===== src/logic/ddu_pkg.sv =====
/*
  Shared constants, types and the data-word assembly function for the
  dual converter update control block.
  Assumes a byte-wide special-function-register bus with paged addressing.
*/
package ddu_pkg;

  // ----------------------------------------------------------------
  // Register map
  // ----------------------------------------------------------------
  localparam logic [7:0] DDU_CTL_ADDR = 8'hd4; // Control register, both pages
  localparam logic [7:0] DDU_LO_ADDR = 8'hd2; // Low data byte
  localparam logic [7:0] DDU_HI_ADDR = 8'hd3; // High data byte
  localparam logic [7:0] DDU_CHAN0_PAGE = 8'h00;
  localparam logic [7:0] DDU_CHAN1_PAGE = 8'h01;
  localparam int DDU_NUM_CHAN = 2;

  // ----------------------------------------------------------------
  // Field layout and reset values
  // ----------------------------------------------------------------
  localparam int DDU_EN_BIT = 7;
  localparam int DDU_MODE_LSB = 3;
  localparam int DDU_FMT_LSB = 0;
  localparam logic [7:0] DDU_CTL_RESET = 8'h00;
  localparam logic [7:0] DDU_BYTE_RESET = 8'h00;
  localparam logic [11:0] DDU_CODE_RESET = 12'h000;
  localparam logic [7:0] DDU_UNMAPPED_READ = 8'h00;

  // Update trigger selection
  typedef enum logic [1:0] {
    DDU_UPD_HIWRITE = 2'b00,
    DDU_UPD_TIMER3 = 2'b01,
    DDU_UPD_TIMER4 = 2'b10,
    DDU_UPD_TIMER2 = 2'b11
  } ddu_mode_t;

  // Control register image; the two unused bits always hold zero
  typedef struct packed {
    logic en;
    logic [1:0] unused;
    ddu_mode_t mode;
    logic [2:0] fmt;
  } ddu_ctl_t;

  // Build the 12-bit word from the two bytes under a justification setting
  function automatic logic [11:0] ddu_assemble(input logic [7:0] hi, input logic [7:0] lo,
                                               input logic [2:0] fmt);
    logic [11:0] w;
    w = {hi[3:0], lo};
    if (fmt[2]) begin
      w = {hi, lo[7:4]}; // RULE14
    end else begin
      case (fmt[1:0])
        2'b00: w = {hi[3:0], lo}; // RULE10
        2'b01: w = {hi[4:0], lo[7:1]}; // RULE11
        2'b10: w = {hi[5:0], lo[7:2]}; // RULE12
        2'b11: w = {hi[6:0], lo[7:3]}; // RULE13
        default: w = {hi[3:0], lo};
      endcase
    end
    return w;
  endfunction

endpackage


===== src/logic/ddu_chan_if.sv =====
/*
  Carrier between the register decoder and one converter channel.
  Assumes the decoder raises at most one write strobe per cycle.
*/
`timescale 1ns/1ns
interface ddu_chan_if;
  import ddu_pkg::*;
  logic wr_ctl;
  logic wr_hi;
  logic wr_lo;
  logic [7:0] wdata;
  logic tmr2_ovf;
  logic tmr3_ovf;
  logic tmr4_ovf;
  ddu_ctl_t ctl;
  logic [7:0] hi;
  logic [7:0] lo;
  logic [11:0] code;

  modport dec (
    output wr_ctl, wr_hi, wr_lo, wdata, tmr2_ovf, tmr3_ovf, tmr4_ovf,
    input ctl, hi, lo, code
  );
  modport chan (
    input wr_ctl, wr_hi, wr_lo, wdata, tmr2_ovf, tmr3_ovf, tmr4_ovf,
    output ctl, hi, lo, code
  );
endinterface


===== src/logic/ddu_chan.sv =====
/*
  One converter channel: control register, held data bytes and the
  converter input latch with its update trigger.
  Assumes write strobes and timer overflows are one-cycle pulses on clk.
*/
`timescale 1ns/1ns
module ddu_chan
  import ddu_pkg::*;
(
  // Clock and reset
  input wire logic clk,
  input wire logic reset,
  // Decoder side
  ddu_chan_if.chan cif
);

  typedef struct packed {
    ddu_ctl_t ctl;
    logic [7:0] hi;
    logic [7:0] lo;
    logic [11:0] code;
  } ddu_chan_st_t;

  ddu_chan_st_t st_q;
  ddu_chan_st_t st_d;
  logic tick;

  // ----------------------------------------------------------------
  // Next state
  // ----------------------------------------------------------------
  // Timer overflow picked by the update-mode field
  always_comb begin
    case (st_q.ctl.mode)
      DDU_UPD_TIMER3: tick = cif.tmr3_ovf; // RULE9
      DDU_UPD_TIMER4: tick = cif.tmr4_ovf; // RULE9
      DDU_UPD_TIMER2: tick = cif.tmr2_ovf; // RULE9
      default: tick = 1'b0;
    endcase
  end

  // Old format is used when a control write meets an update edge
  always_comb begin
    st_d = st_q;
    if (cif.wr_lo) begin
      st_d.lo = cif.wdata; // RULE5 RULE17
    end
    if (cif.wr_hi) begin
      st_d.hi = cif.wdata;
    end
    if (cif.wr_ctl) begin
      st_d.ctl = '{en: cif.wdata[DDU_EN_BIT], unused: 2'b00, // RULE3 RULE15 RULE18
                   mode: ddu_mode_t'(cif.wdata[DDU_MODE_LSB +: 2]),
                   fmt: cif.wdata[DDU_FMT_LSB +: 3]};
    end
    if (st_q.ctl.mode == DDU_UPD_HIWRITE) begin
      if (cif.wr_hi) begin
        st_d.code = ddu_assemble(cif.wdata, st_q.lo, st_q.ctl.fmt); // RULE4 RULE19
      end
    end else if (tick) begin
      // Writes coinciding with the overflow land after it: bytes stay held
      st_d.code = ddu_assemble(st_q.hi, st_q.lo, st_q.ctl.fmt); // RULE8 RULE19
    end
  end

  // ----------------------------------------------------------------
  // State register
  // ----------------------------------------------------------------
  always_ff @(posedge clk) begin
    if (reset) begin
      st_q <= '{ctl: DDU_CTL_RESET, hi: DDU_BYTE_RESET, lo: DDU_BYTE_RESET,
                code: DDU_CODE_RESET};
    end else begin
      st_q <= st_d;
    end
  end

  // Full 0x000..0xfff code reaches the converter untouched
  assign cif.code = st_q.code; // RULE1
  assign cif.ctl = st_q.ctl;
  assign cif.hi = st_q.hi;
  assign cif.lo = st_q.lo;

endmodule


===== src/logic/ddu_top.sv =====
/*
  Dual 12-bit converter update control: paged register decode, two
  channels, registered read data and per-channel enable outputs.
  Assumes a processor core on a byte-wide register bus synchronous to clk,
  and timer overflow inputs that are one-cycle pulses on clk.
*/
// Functional notes
// [RULE1] Each channel takes a full 12-bit unsigned code from 0x000 to 0xfff.
// [RULE2] Disabled channel: output pin high impedance and channel powered down.
// [RULE3] Control bit 7 enables the channel; zero disables and shuts down.
// [RULE4] Update mode 00, the default, updates output on each high-byte write.
// [RULE5] In mode 00 a low-byte write is only stored until a high-byte write.
// [RULE6] Software writes low byte first, then high byte, for full 12 bits.
// [RULE7] For 8-bit use software sets low byte once, then writes high only.
// [RULE8] Nonzero mode holds both bytes; selected overflow copies them to latch.
// [RULE9] Mode 00 high write, 01 timer 3, 10 timer 4, 11 timer 2 overflow.
// [RULE10] Format 000: high bits 3..0 over the whole low byte.
// [RULE11] Format 001: high bits 4..0 over low bits 7..1.
// [RULE12] Format 010: high bits 5..0 over low bits 7..2.
// [RULE13] Format 011: high bits 6..0 over low bits 7..3.
// [RULE14] Format 1xx: whole high byte over low bits 7..4.
// [RULE15] Control bits 6 and 5 read zero and ignore writes.
// [RULE16] Second channel behaves like the first with its own three registers.
// [RULE17] Second channel low byte is read/write, resets to zero.
// [RULE18] Second channel control has the same layout, resets to zero.
// [RULE19] Format in force at the update event builds the 12-bit word.
`timescale 1ns/1ns
module ddu_top
  import ddu_pkg::*;
(
  // Clock and reset
  input wire logic clk,
  input wire logic reset,
  // Register bus
  input wire logic [7:0] sfr_page,
  input wire logic [7:0] sfr_addr,
  input wire logic sfr_wr,
  input wire logic sfr_rd,
  input wire logic [7:0] sfr_wdata,
  output logic [7:0] sfr_rdata,
  // Timer overflow pulses
  input wire logic tmr2_ovf,
  input wire logic tmr3_ovf,
  input wire logic tmr4_ovf,
  // Converter side
  output logic [11:0] chan0_code,
  output logic [11:0] chan1_code,
  output logic chan0_enable,
  output logic chan1_enable
);

  typedef struct packed {
    logic [7:0] rdata;
  } ddu_top_st_t;

  ddu_top_st_t st_q;
  ddu_top_st_t st_d;
  logic [DDU_NUM_CHAN-1:0] page_hit;

  ddu_chan_if cif [DDU_NUM_CHAN] ();

  // ----------------------------------------------------------------
  // Channels and write decode
  // ----------------------------------------------------------------
  for (genvar g = 0; g < DDU_NUM_CHAN; g++) begin : g_chan
    // Each page owns one identical channel
    assign page_hit[g] = (sfr_page == 8'(g)); // RULE16
    assign cif[g].wr_ctl = sfr_wr && page_hit[g] && (sfr_addr == DDU_CTL_ADDR);
    assign cif[g].wr_hi = sfr_wr && page_hit[g] && (sfr_addr == DDU_HI_ADDR);
    assign cif[g].wr_lo = sfr_wr && page_hit[g] && (sfr_addr == DDU_LO_ADDR);
    assign cif[g].wdata = sfr_wdata;
    assign cif[g].tmr2_ovf = tmr2_ovf;
    assign cif[g].tmr3_ovf = tmr3_ovf;
    assign cif[g].tmr4_ovf = tmr4_ovf;

    ddu_chan u_chan (
      .clk(clk),
      .reset(reset),
      .cif(cif[g])
    );

    // ----------------------------------------------------------------
    // Checks
    // ----------------------------------------------------------------
    a_hiwrite_update: assert property (@(posedge clk) disable iff (reset) // RULE4
      (cif[g].wr_hi && cif[g].ctl.mode == DDU_UPD_HIWRITE) |=>
        cif[g].code == ddu_assemble($past(sfr_wdata), $past(cif[g].lo),
                                    $past(cif[g].ctl.fmt)))
      else $error("high write did not update code");

    a_lowrite_held: assert property (@(posedge clk) disable iff (reset) // RULE5
      (cif[g].wr_lo && cif[g].ctl.mode == DDU_UPD_HIWRITE) |=>
        ($stable(cif[g].code) && cif[g].lo == $past(sfr_wdata)))
      else $error("low write changed code");

    a_timer_update: assert property (@(posedge clk) disable iff (reset) // RULE8
      (cif[g].ctl.mode == DDU_UPD_TIMER3 && tmr3_ovf) |=>
        cif[g].code == ddu_assemble($past(cif[g].hi), $past(cif[g].lo),
                                    $past(cif[g].ctl.fmt)))
      else $error("timer 3 overflow did not update code");

    a_timer4_update: assert property (@(posedge clk) disable iff (reset) // RULE8 RULE9
      (cif[g].ctl.mode == DDU_UPD_TIMER4 && tmr4_ovf) |=>
        cif[g].code == ddu_assemble($past(cif[g].hi), $past(cif[g].lo),
                                    $past(cif[g].ctl.fmt)))
      else $error("timer 4 overflow did not update code");

    a_timer2_update: assert property (@(posedge clk) disable iff (reset) // RULE8 RULE9
      (cif[g].ctl.mode == DDU_UPD_TIMER2 && tmr2_ovf) |=>
        cif[g].code == ddu_assemble($past(cif[g].hi), $past(cif[g].lo),
                                    $past(cif[g].ctl.fmt)))
      else $error("timer 2 overflow did not update code");

    a_timer_hold: assert property (@(posedge clk) disable iff (reset) // RULE8
      (cif[g].ctl.mode != DDU_UPD_HIWRITE &&
       !(cif[g].ctl.mode == DDU_UPD_TIMER2 && tmr2_ovf) &&
       !(cif[g].ctl.mode == DDU_UPD_TIMER3 && tmr3_ovf) &&
       !(cif[g].ctl.mode == DDU_UPD_TIMER4 && tmr4_ovf)) |=> $stable(cif[g].code))
      else $error("code changed without selected overflow");

    a_timer_select: assert property (@(posedge clk) disable iff (reset) // RULE9
      (cif[g].ctl.mode == DDU_UPD_TIMER4 && tmr2_ovf && !tmr4_ovf) |=>
        $stable(cif[g].code))
      else $error("wrong timer triggered update");

    a_unused_zero: assert property (@(posedge clk) disable iff (reset) // RULE15
      cif[g].wr_ctl |=> (cif[g].ctl.unused == 2'b00 &&
                         cif[g].ctl.en == $past(sfr_wdata[DDU_EN_BIT])))
      else $error("control write layout wrong");

    a_fmt_wide: assert property (@(posedge clk) disable iff (reset) // RULE14
      (cif[g].wr_hi && cif[g].ctl.mode == DDU_UPD_HIWRITE && cif[g].ctl.fmt[2]) |=>
        cif[g].code[11:4] == $past(sfr_wdata))
      else $error("format 1xx misplaced high byte");

    a_fmt_nibble: assert property (@(posedge clk) disable iff (reset) // RULE10
      (cif[g].wr_hi && cif[g].ctl.mode == DDU_UPD_HIWRITE && cif[g].ctl.fmt == 3'b000)
        |=> cif[g].code == {$past(sfr_wdata[3:0]), $past(cif[g].lo)})
      else $error("format 000 misplaced bits");

    // Explicit bit windows, independent of the shared assembly function
    a_fmt_five: assert property (@(posedge clk) disable iff (reset) // RULE11
      (cif[g].wr_hi && cif[g].ctl.mode == DDU_UPD_HIWRITE && cif[g].ctl.fmt == 3'b001)
        |=> cif[g].code == {$past(sfr_wdata[4:0]), $past(cif[g].lo[7:1])})
      else $error("format 001 misplaced bits");

    a_fmt_six: assert property (@(posedge clk) disable iff (reset) // RULE12
      (cif[g].wr_hi && cif[g].ctl.mode == DDU_UPD_HIWRITE && cif[g].ctl.fmt == 3'b010)
        |=> cif[g].code == {$past(sfr_wdata[5:0]), $past(cif[g].lo[7:2])})
      else $error("format 010 misplaced bits");

    a_fmt_seven: assert property (@(posedge clk) disable iff (reset) // RULE13
      (cif[g].wr_hi && cif[g].ctl.mode == DDU_UPD_HIWRITE && cif[g].ctl.fmt == 3'b011)
        |=> cif[g].code == {$past(sfr_wdata[6:0]), $past(cif[g].lo[7:3])})
      else $error("format 011 misplaced bits");

    a_reset_values: assert property (@(posedge clk) // RULE18
      reset |=> (cif[g].ctl == DDU_CTL_RESET && cif[g].lo == DDU_BYTE_RESET))
      else $error("channel registers not cleared by reset");
  end

  // ----------------------------------------------------------------
  // Read decode
  // ----------------------------------------------------------------
  // Read data is registered so every bus output comes from a flop;
  // unmapped addresses and pages read back zero
  always_comb begin
    st_d = st_q;
    if (sfr_rd) begin
      st_d.rdata = DDU_UNMAPPED_READ;
      if (sfr_page == DDU_CHAN0_PAGE) begin
        case (sfr_addr)
          DDU_CTL_ADDR: st_d.rdata = cif[0].ctl; // RULE15
          DDU_HI_ADDR: st_d.rdata = cif[0].hi;
          DDU_LO_ADDR: st_d.rdata = cif[0].lo;
          default: st_d.rdata = DDU_UNMAPPED_READ;
        endcase
      end else if (sfr_page == DDU_CHAN1_PAGE) begin
        case (sfr_addr)
          DDU_CTL_ADDR: st_d.rdata = cif[1].ctl; // RULE18
          DDU_HI_ADDR: st_d.rdata = cif[1].hi;
          DDU_LO_ADDR: st_d.rdata = cif[1].lo; // RULE17
          default: st_d.rdata = DDU_UNMAPPED_READ;
        endcase
      end
    end
  end

  // ----------------------------------------------------------------
  // State register
  // ----------------------------------------------------------------
  always_ff @(posedge clk) begin
    if (reset) begin
      st_q.rdata <= DDU_UNMAPPED_READ;
    end else begin
      st_q <= st_d;
    end
  end

  // ----------------------------------------------------------------
  // Outputs
  // ----------------------------------------------------------------
  // Enable low puts the converter pin in high impedance and powers it down
  assign chan0_enable = cif[0].ctl.en; // RULE2 RULE3
  assign chan1_enable = cif[1].ctl.en; // RULE2 RULE3
  assign chan0_code = cif[0].code; // RULE1
  assign chan1_code = cif[1].code;
  assign sfr_rdata = st_q.rdata;

  a_read_control: assert property (@(posedge clk) disable iff (reset) // RULE15
    (sfr_rd && sfr_page == DDU_CHAN1_PAGE && sfr_addr == DDU_CTL_ADDR) |=>
      (sfr_rdata == $past(cif[1].ctl) && sfr_rdata[6:5] == 2'b00))
    else $error("control read back wrong");

  a_chan_separate: assert property (@(posedge clk) disable iff (reset) // RULE16
    (sfr_wr && sfr_page == DDU_CHAN0_PAGE) |=> $stable(cif[1].ctl) && $stable(cif[1].lo))
    else $error("channel 0 write disturbed channel 1");

  a_enable_follows: assert property (@(posedge clk) disable iff (reset) // RULE2 RULE3
    (sfr_wr && sfr_page == DDU_CHAN0_PAGE && sfr_addr == DDU_CTL_ADDR) |=>
      chan0_enable == $past(sfr_wdata[DDU_EN_BIT]))
    else $error("channel 0 enable does not follow control bit");

  a_enable_chan1: assert property (@(posedge clk) disable iff (reset) // RULE2 RULE3
    (sfr_wr && sfr_page == DDU_CHAN1_PAGE && sfr_addr == DDU_CTL_ADDR) |=>
      chan1_enable == $past(sfr_wdata[DDU_EN_BIT]))
    else $error("channel 1 enable does not follow control bit");

endmodule


===== config.mk =====
export PLATFORM = sky130hd
export DESIGN_NAME = ddu_top
export DESIGN_NICKNAME = d
export VERILOG_FILES = /design/src/logic/ddu_pkg.sv /design/src/logic/ddu_chan_if.sv /design/src/logic/ddu_chan.sv /design/src/logic/ddu_top.sv
export SDC_FILE = /design/constraint.sdc
export NUM_CORES = 1
export LEC_CHECK = 0
export ABC_AREA = 1
export BUFFER_PORTS_ARGS = -buffer_cell sky130_fd_sc_hd__buf_4
export CORE_MARGIN = 2
export CORE_UTILIZATION = 30
export DETAILED_ROUTE_END_ITERATION = 12
export HOLD_SLACK_MARGIN = 0.1
export PLACE_DENSITY = 0.57
export SYNTH_ARGS = -nofsm -noshare
export SYNTH_HDL_FRONTEND = slang
export SYNTH_HIERARCHICAL = 1
export SYNTH_SLANG_ARGS = --single-unit

===== constraint.sdc =====
create_clock -name clk -period 3.8 [get_ports clk]
set_input_delay 0.95 -clock clk [delete_from_list [all_inputs] [get_ports clk]]
set_output_delay 0.95 -clock clk [all_outputs]
set_load 0.01 [all_outputs]

Word-level counts from Yosys, hierarchy flattened
Cells that the tools add are included.
{"block": "classes", "eq_ne": 18, "mux": 20, "reduce_logical": 17}
{"op": "12-bit case mux with 4 select lines", "count": 4}
{"op": "12-bit 2-to-1 mux", "count": 10}
{"op": "8-bit case mux with 3 select lines", "count": 2}
{"op": "8-bit == test, second input constant", "count": 3}
{"op": "2-bit == test, second input constant", "count": 8}
{"op": "8-bit 2-to-1 mux", "count": 2}
{"op": "2-bit by 1-bit == test with 1-bit output, second input constant", "count": 4}
{"op": "8-bit by 1-bit == test with 1-bit output, second input constant", "count": 1}
{"op": "1-bit logical AND", "count": 8}
{"op": "2-bit zero test", "count": 4}
{"op": "8-bit zero test", "count": 1}
{"op": "1-bit case mux with 3 select lines", "count": 2}
{"op": "2-bit != test, second input constant", "count": 2}
{"op": "2-bit AND reduction", "count": 2}
{"op": "2-bit nonzero test", "count": 2}
{"block": "word_totals", "register_bits": 76, "input_bits": 31, "out_inout_bits": 34, "elab_cells": 68}

Depth between registers and ports, before layout
{"block": "depth", "depth_word": 5, "depth_mapped": 14, "depth_no_buf": 13}

Hierarchy
The synthesis kept the hierarchy.
{"mod": "ddu_chan", "instances": 2, "cells_each": 313, "area_per_inst_um2": 1988.2, "seq_area_each_um2": 680.7}
{"mod": "ddu_top", "instances": 1, "cells_each": 177, "area_per_inst_um2": 1098.6, "seq_area_each_um2": 160.2}

Worst setup path before layout
Ideal clock, no wire load.
{"block": "synth_timing", "path_type": "input-to-reg", "start": "input sfr_page[5]", "end": "register g_chan[1].u_chan.st_q, in the netlist g_chan[1].u_chan/cif.code[8]", "setup_ps": 109, "t_arrival_ps": 2460, "required_ps": 3691, "slack_ps": 1231, "path_stages": 13, "n_path_buf": 1, "cell_sequence": "nor2_1 -> nand4_1 -> nor3_4 -> nand2_1 -> nor2_1 -> inv_2 -> o21ai_1 -> nor2_2 -> inv_2 -> buf_2 -> nand3_1 -> nand2_1 -> inv_1"}
{"block": "synth_between", "elab_chain_cells": 5}
{"item": "start: declaration", "line": "ddu_top.sv:35", "rtl": "input wire logic [7:0] sfr_page,"}
{"item": "8-bit by 1-bit == test with 1-bit output", "line": "ddu_top.sv:67", "rtl": "assign page_hit[g] = (sfr_page == 8'(g));"}
{"item": "1-bit logical AND (2 in series)", "line": "ddu_top.sv:69", "rtl": "assign cif[g].wr_hi = sfr_wr && page_hit[g] && (sfr_addr == DDU_HI_ADDR);"}
{"item": "net cif[1].wr_hi", "line": "ddu_chan_if.sv:9", "rtl": "logic wr_hi;"}
{"item": "2-bit != test (no source line)"}
{"item": "2-bit AND reduction (no source line)"}
{"item": "end signal: assignment", "line": "ddu_chan.sv:70", "rtl": "st_q <= '{ctl: DDU_CTL_RESET, hi: DDU_BYTE_RESET, lo: DDU_BYTE_RESET,"}
{"item": "end signal: assignment", "line": "ddu_chan.sv:73", "rtl": "st_q <= st_d;"}
{"item": "end: declaration", "line": "ddu_chan.sv:24", "rtl": "ddu_chan_st_t st_q;"}
The timed path passes the listed nets, and every way through them passes these cells.
A chain may end at the register's enable or synchronous reset.

Worst setup path after layout
{"block": "layout_timing", "start": "input sfr_page[5]", "end": "register g_chan[1].u_chan.st_q, in the netlist g_chan[1].u_chan/cif.code[1]"}
Same word-level chain as after synthesis.

==> results.yml <==
status:
  status: "finished, final reports clean"
logic_synthesis:
  syn-cell-area_um2: 5075
  ys_ff_latch: 76
  yosys-top-cells-area: "dfxtp_1 (30%), nand2_1 (13%), a21oi_1 (8.2%)"
  ys_types: 31
  syn_inst: 803
  ys_seq_area_share_pct: 29.98
  synth_area_leader_cell: "dfxtp_1"
  synth.top_cell.area_share_pct: 29.98
  yosys_warnings: 6
  avgSynthCellArea_um2: 6.320
detailed_routing:
  vias: 5413
  wl_per_cell_um: 15.42
  firstDrtPassIters: 5
  ant_nets: 0
  post-route-drc-count: 0
  drt-total-wl_um: 16460
  vias_per_cell: 5.073
  drt_iter0_markers: 490
cells_and_area:
  multi_input_area_um2: 2943
  fillers: 1830
  final_common_cell: "nand2_1"
  drive_gt1_share_pct: 17.47
  nNetsFinal: 873
  fin_cells: 1067
  final_cell_mix: "nand2_1 (181), a21oi_1 (83), nand3_1 (82)"
  ff_latch_area_um2: 1521
  antenna_cells: 0
  area_growth_pct: 15.31
worst_setup_path:
  r2r_start: "g_chan[0].u_chan/cif.ctl[0]"
  crit_path_end: "g_chan[1].u_chan/cif.code[1]"
  ff2ff_path_depth: 8
  end_kind: "flip-flop"
  slowest_stage: "nor3_4"
  crit_start: "sfr_page[5]"
  crit_type: "primary input to flip-flop"
  path_max_fanout: 21
  required_ps: 4040
  cp_common_cell: "nor2_1"
  timing.rr.end: "g_chan[0].u_chan/cif.code[7]"
  critPathLaunchType: "primary input"
  crit_path_max_incr_delay_ps: 290
  rrSetupSlack_ps: 1910
  crit_chain: "buf_4, nor2_1, nand4_1, nor3_4, nand2_1, nor2_1, buf_4, inv_2, o21ai_1, nor2_2, inv_2, o21ai_0, nor2_1, nor2_1"
  arrival_ps: 2980
global_routing:
  grt_max_degree: 44
  grt_pass1_wl_um: 26100
  antenna_found_initial: 0
  grt.overflow.total: 0
  grt_pass1_vias: 4753
  globalRouteTotalUtil_pct: 18.36
timing:
  finalWorstSetupSlack_ps: 1064
  slew_violations: 0
  slew_headroom_pct: 42.43
  hold_viol: 0
  min_period_over_period_pct: 72.00
  hold_slack_ps: 467.4
  worstMarginPinSlew_ps: 860.4
  tns_ps: 0
  finClkSkew_ps: 10.79
  fmax_ghz: 0.3655
  rsz0062_at_grt: "false"
  finalCriticalPeriod_ps: 2736
  setup_viol: 0
pwr:
  powerDensity_nw_per_um2: 296.4
  internal-power_mw: 1.301
  p_total_mw: 1.734
  netSwitchingPower_mw: 0.4332
  p_clk_share_pct: 46.7
  netSwitchingFraction_pct: 24.98
  vdd_drop_max_uv: 148.0
  p_comb_share_pct: 7.0
  p_leak_nw: 2.479
  p_seq_share_pct: 46.3
place:
  port_buffers: 64
  hpwlAfterDp_um: 11810
  gp_congestion: 0.8999
  place_inst: 1051
  preCtsSetupSlack_ps: 712.6
floorplanning:
  die_x_um: 134.1
  die_area_um2: 17970
  num_rows: 47
  initial_core_util_pct: 30.60
  die-height_um: 134.1
  pin_count: 65
  core-area_um2: 16580
cts:
  cts-buffers-inserted: 9
  clk_pin_slew_worst_paths_ps: 60
  htreeDepth: 3
  ctsHoldBuffers: 0
  clk_latency_ps: 350
  clock_path_buffers: 2
  cts_num_sinks: 76
  cts-root-buf: "clkbuf_16"
  cts_tree: "yes"
  ctsResizeCount: 0
  cts_setup_buffers: 0
job:
  drv_cap: 0
min_path:
  hold_class: "flip-flop to flip-flop"
==> Yosys cell counts (all sizes together) <==
| cell | number |
|---|---|
| o22ai | 2 |
| a21oi | 90 |
| clkinv | 2 |
| dfxtp | 76 |
| o21ai | 120 |
| o211ai | 2 |
| nand4 | 13 |
| nor2 | 82 |
| clkbuf | 13 |
| nor3 | 1 |
| nand3 | 91 |
| inv | 74 |
| o221ai | 2 |
| conb | 2 |
| buf | 34 |
| a31oi | 6 |
| nand2 | 193 |
==> power groups by stage <==
stage / Sequential (mW) / Clock (mW) / Combinational, mW
2_1_floorplan: 0.822 / 0 / 0.0599
3_3_place_gp: 0.820 / 0 / 0.120
3_5_place_dp: 0.820 / 0 / 0.120
4_1_cts: 0.803 / 0.819 / 0.121
5_1_grt: 0.803 / 0.850 / 0.132
6_report: 0.803 / 0.810 / 0.121
==> stage by stage <==
| step | cell area, um2 | utilization [%] |
|---|---|---|
| after floorplan | 5082 | - |
| after global placement | 5580 | 33.65 |
| after detailed placement | 5580 | 33.65 |
| after CTS | 5852 | 35.29 |
| after global routing | 5852 | 35.29 |
| final | 5852 | 35.29 |
==> registers in the layout, summed over array words and instances (netlist names) <==
register                flops
g_chan.u_chan/cif.code     24
g_chan.u_chan/cif.hi       16
g_chan.u_chan/cif.lo       16
g_chan.u_chan/cif.ctl      12
sfr_rdata                   8
==> worst max-delay path, delay by kind of cell <==
kind | cells | cell delay, ps
and+or+nand+nor | 8 | 1070
buffers and inverters | 4 | 630
AOI/OAI and AO/OA | 2 | 290
==> worst min path at each step <==
stage	startpoint	to	slack (ps)	depth (start not counted)
global placement	g_chan[0].u_chan/cif.code[7]	g_chan[0].u_chan/cif.code[7]	460	2
finish	g_chan[0].u_chan/cif.code[7]	g_chan[0].u_chan/cif.code[7]	470	2
floorplan	g_chan[0].u_chan/cif.hi[5]	g_chan[0].u_chan/cif.hi[5]	470	2
global route	g_chan[0].u_chan/cif.code[7]	g_chan[0].u_chan/cif.code[7]	490	2
detailed placement	g_chan[0].u_chan/cif.code[7]	g_chan[0].u_chan/cif.code[7]	460	2
CTS	g_chan[0].u_chan/cif.code[7]	g_chan[0].u_chan/cif.code[7]	470	2
==> cell type report <==
type,instances,area share (%)
clock inverters,4,0.4276
flip-flops and latches,76,26.00
clock buffers,12,4.212
inverters,76,5.003
multi-input cells,606,50.29
well taps,220,4.704
repair buffers,73,9.365
==> layer usage <==
metal / routed length, um / global-route usage [%]
met2: 6982 / 26.38
met5: 0 / 0
met4: 396 / 7.661
met3: 1122 / 2.646
met1: 7956 / 27.25
==> kinds of logic (layout without fill, tap and decap cells) <==
kind of cell | after synthesis | in the layout | synth area share (%)
AND/OR/NAND/NOR | 380 | 380 | 34.84
buffers and inverters | 123 | 165 | 12.18
flip-flops | 76 | 76 | 29.98
AO/OA/AOI/OAI | 222 | 222 | 22.85
other | 2 | 4 | 0.1480
(Power assumes the default switching activity.)
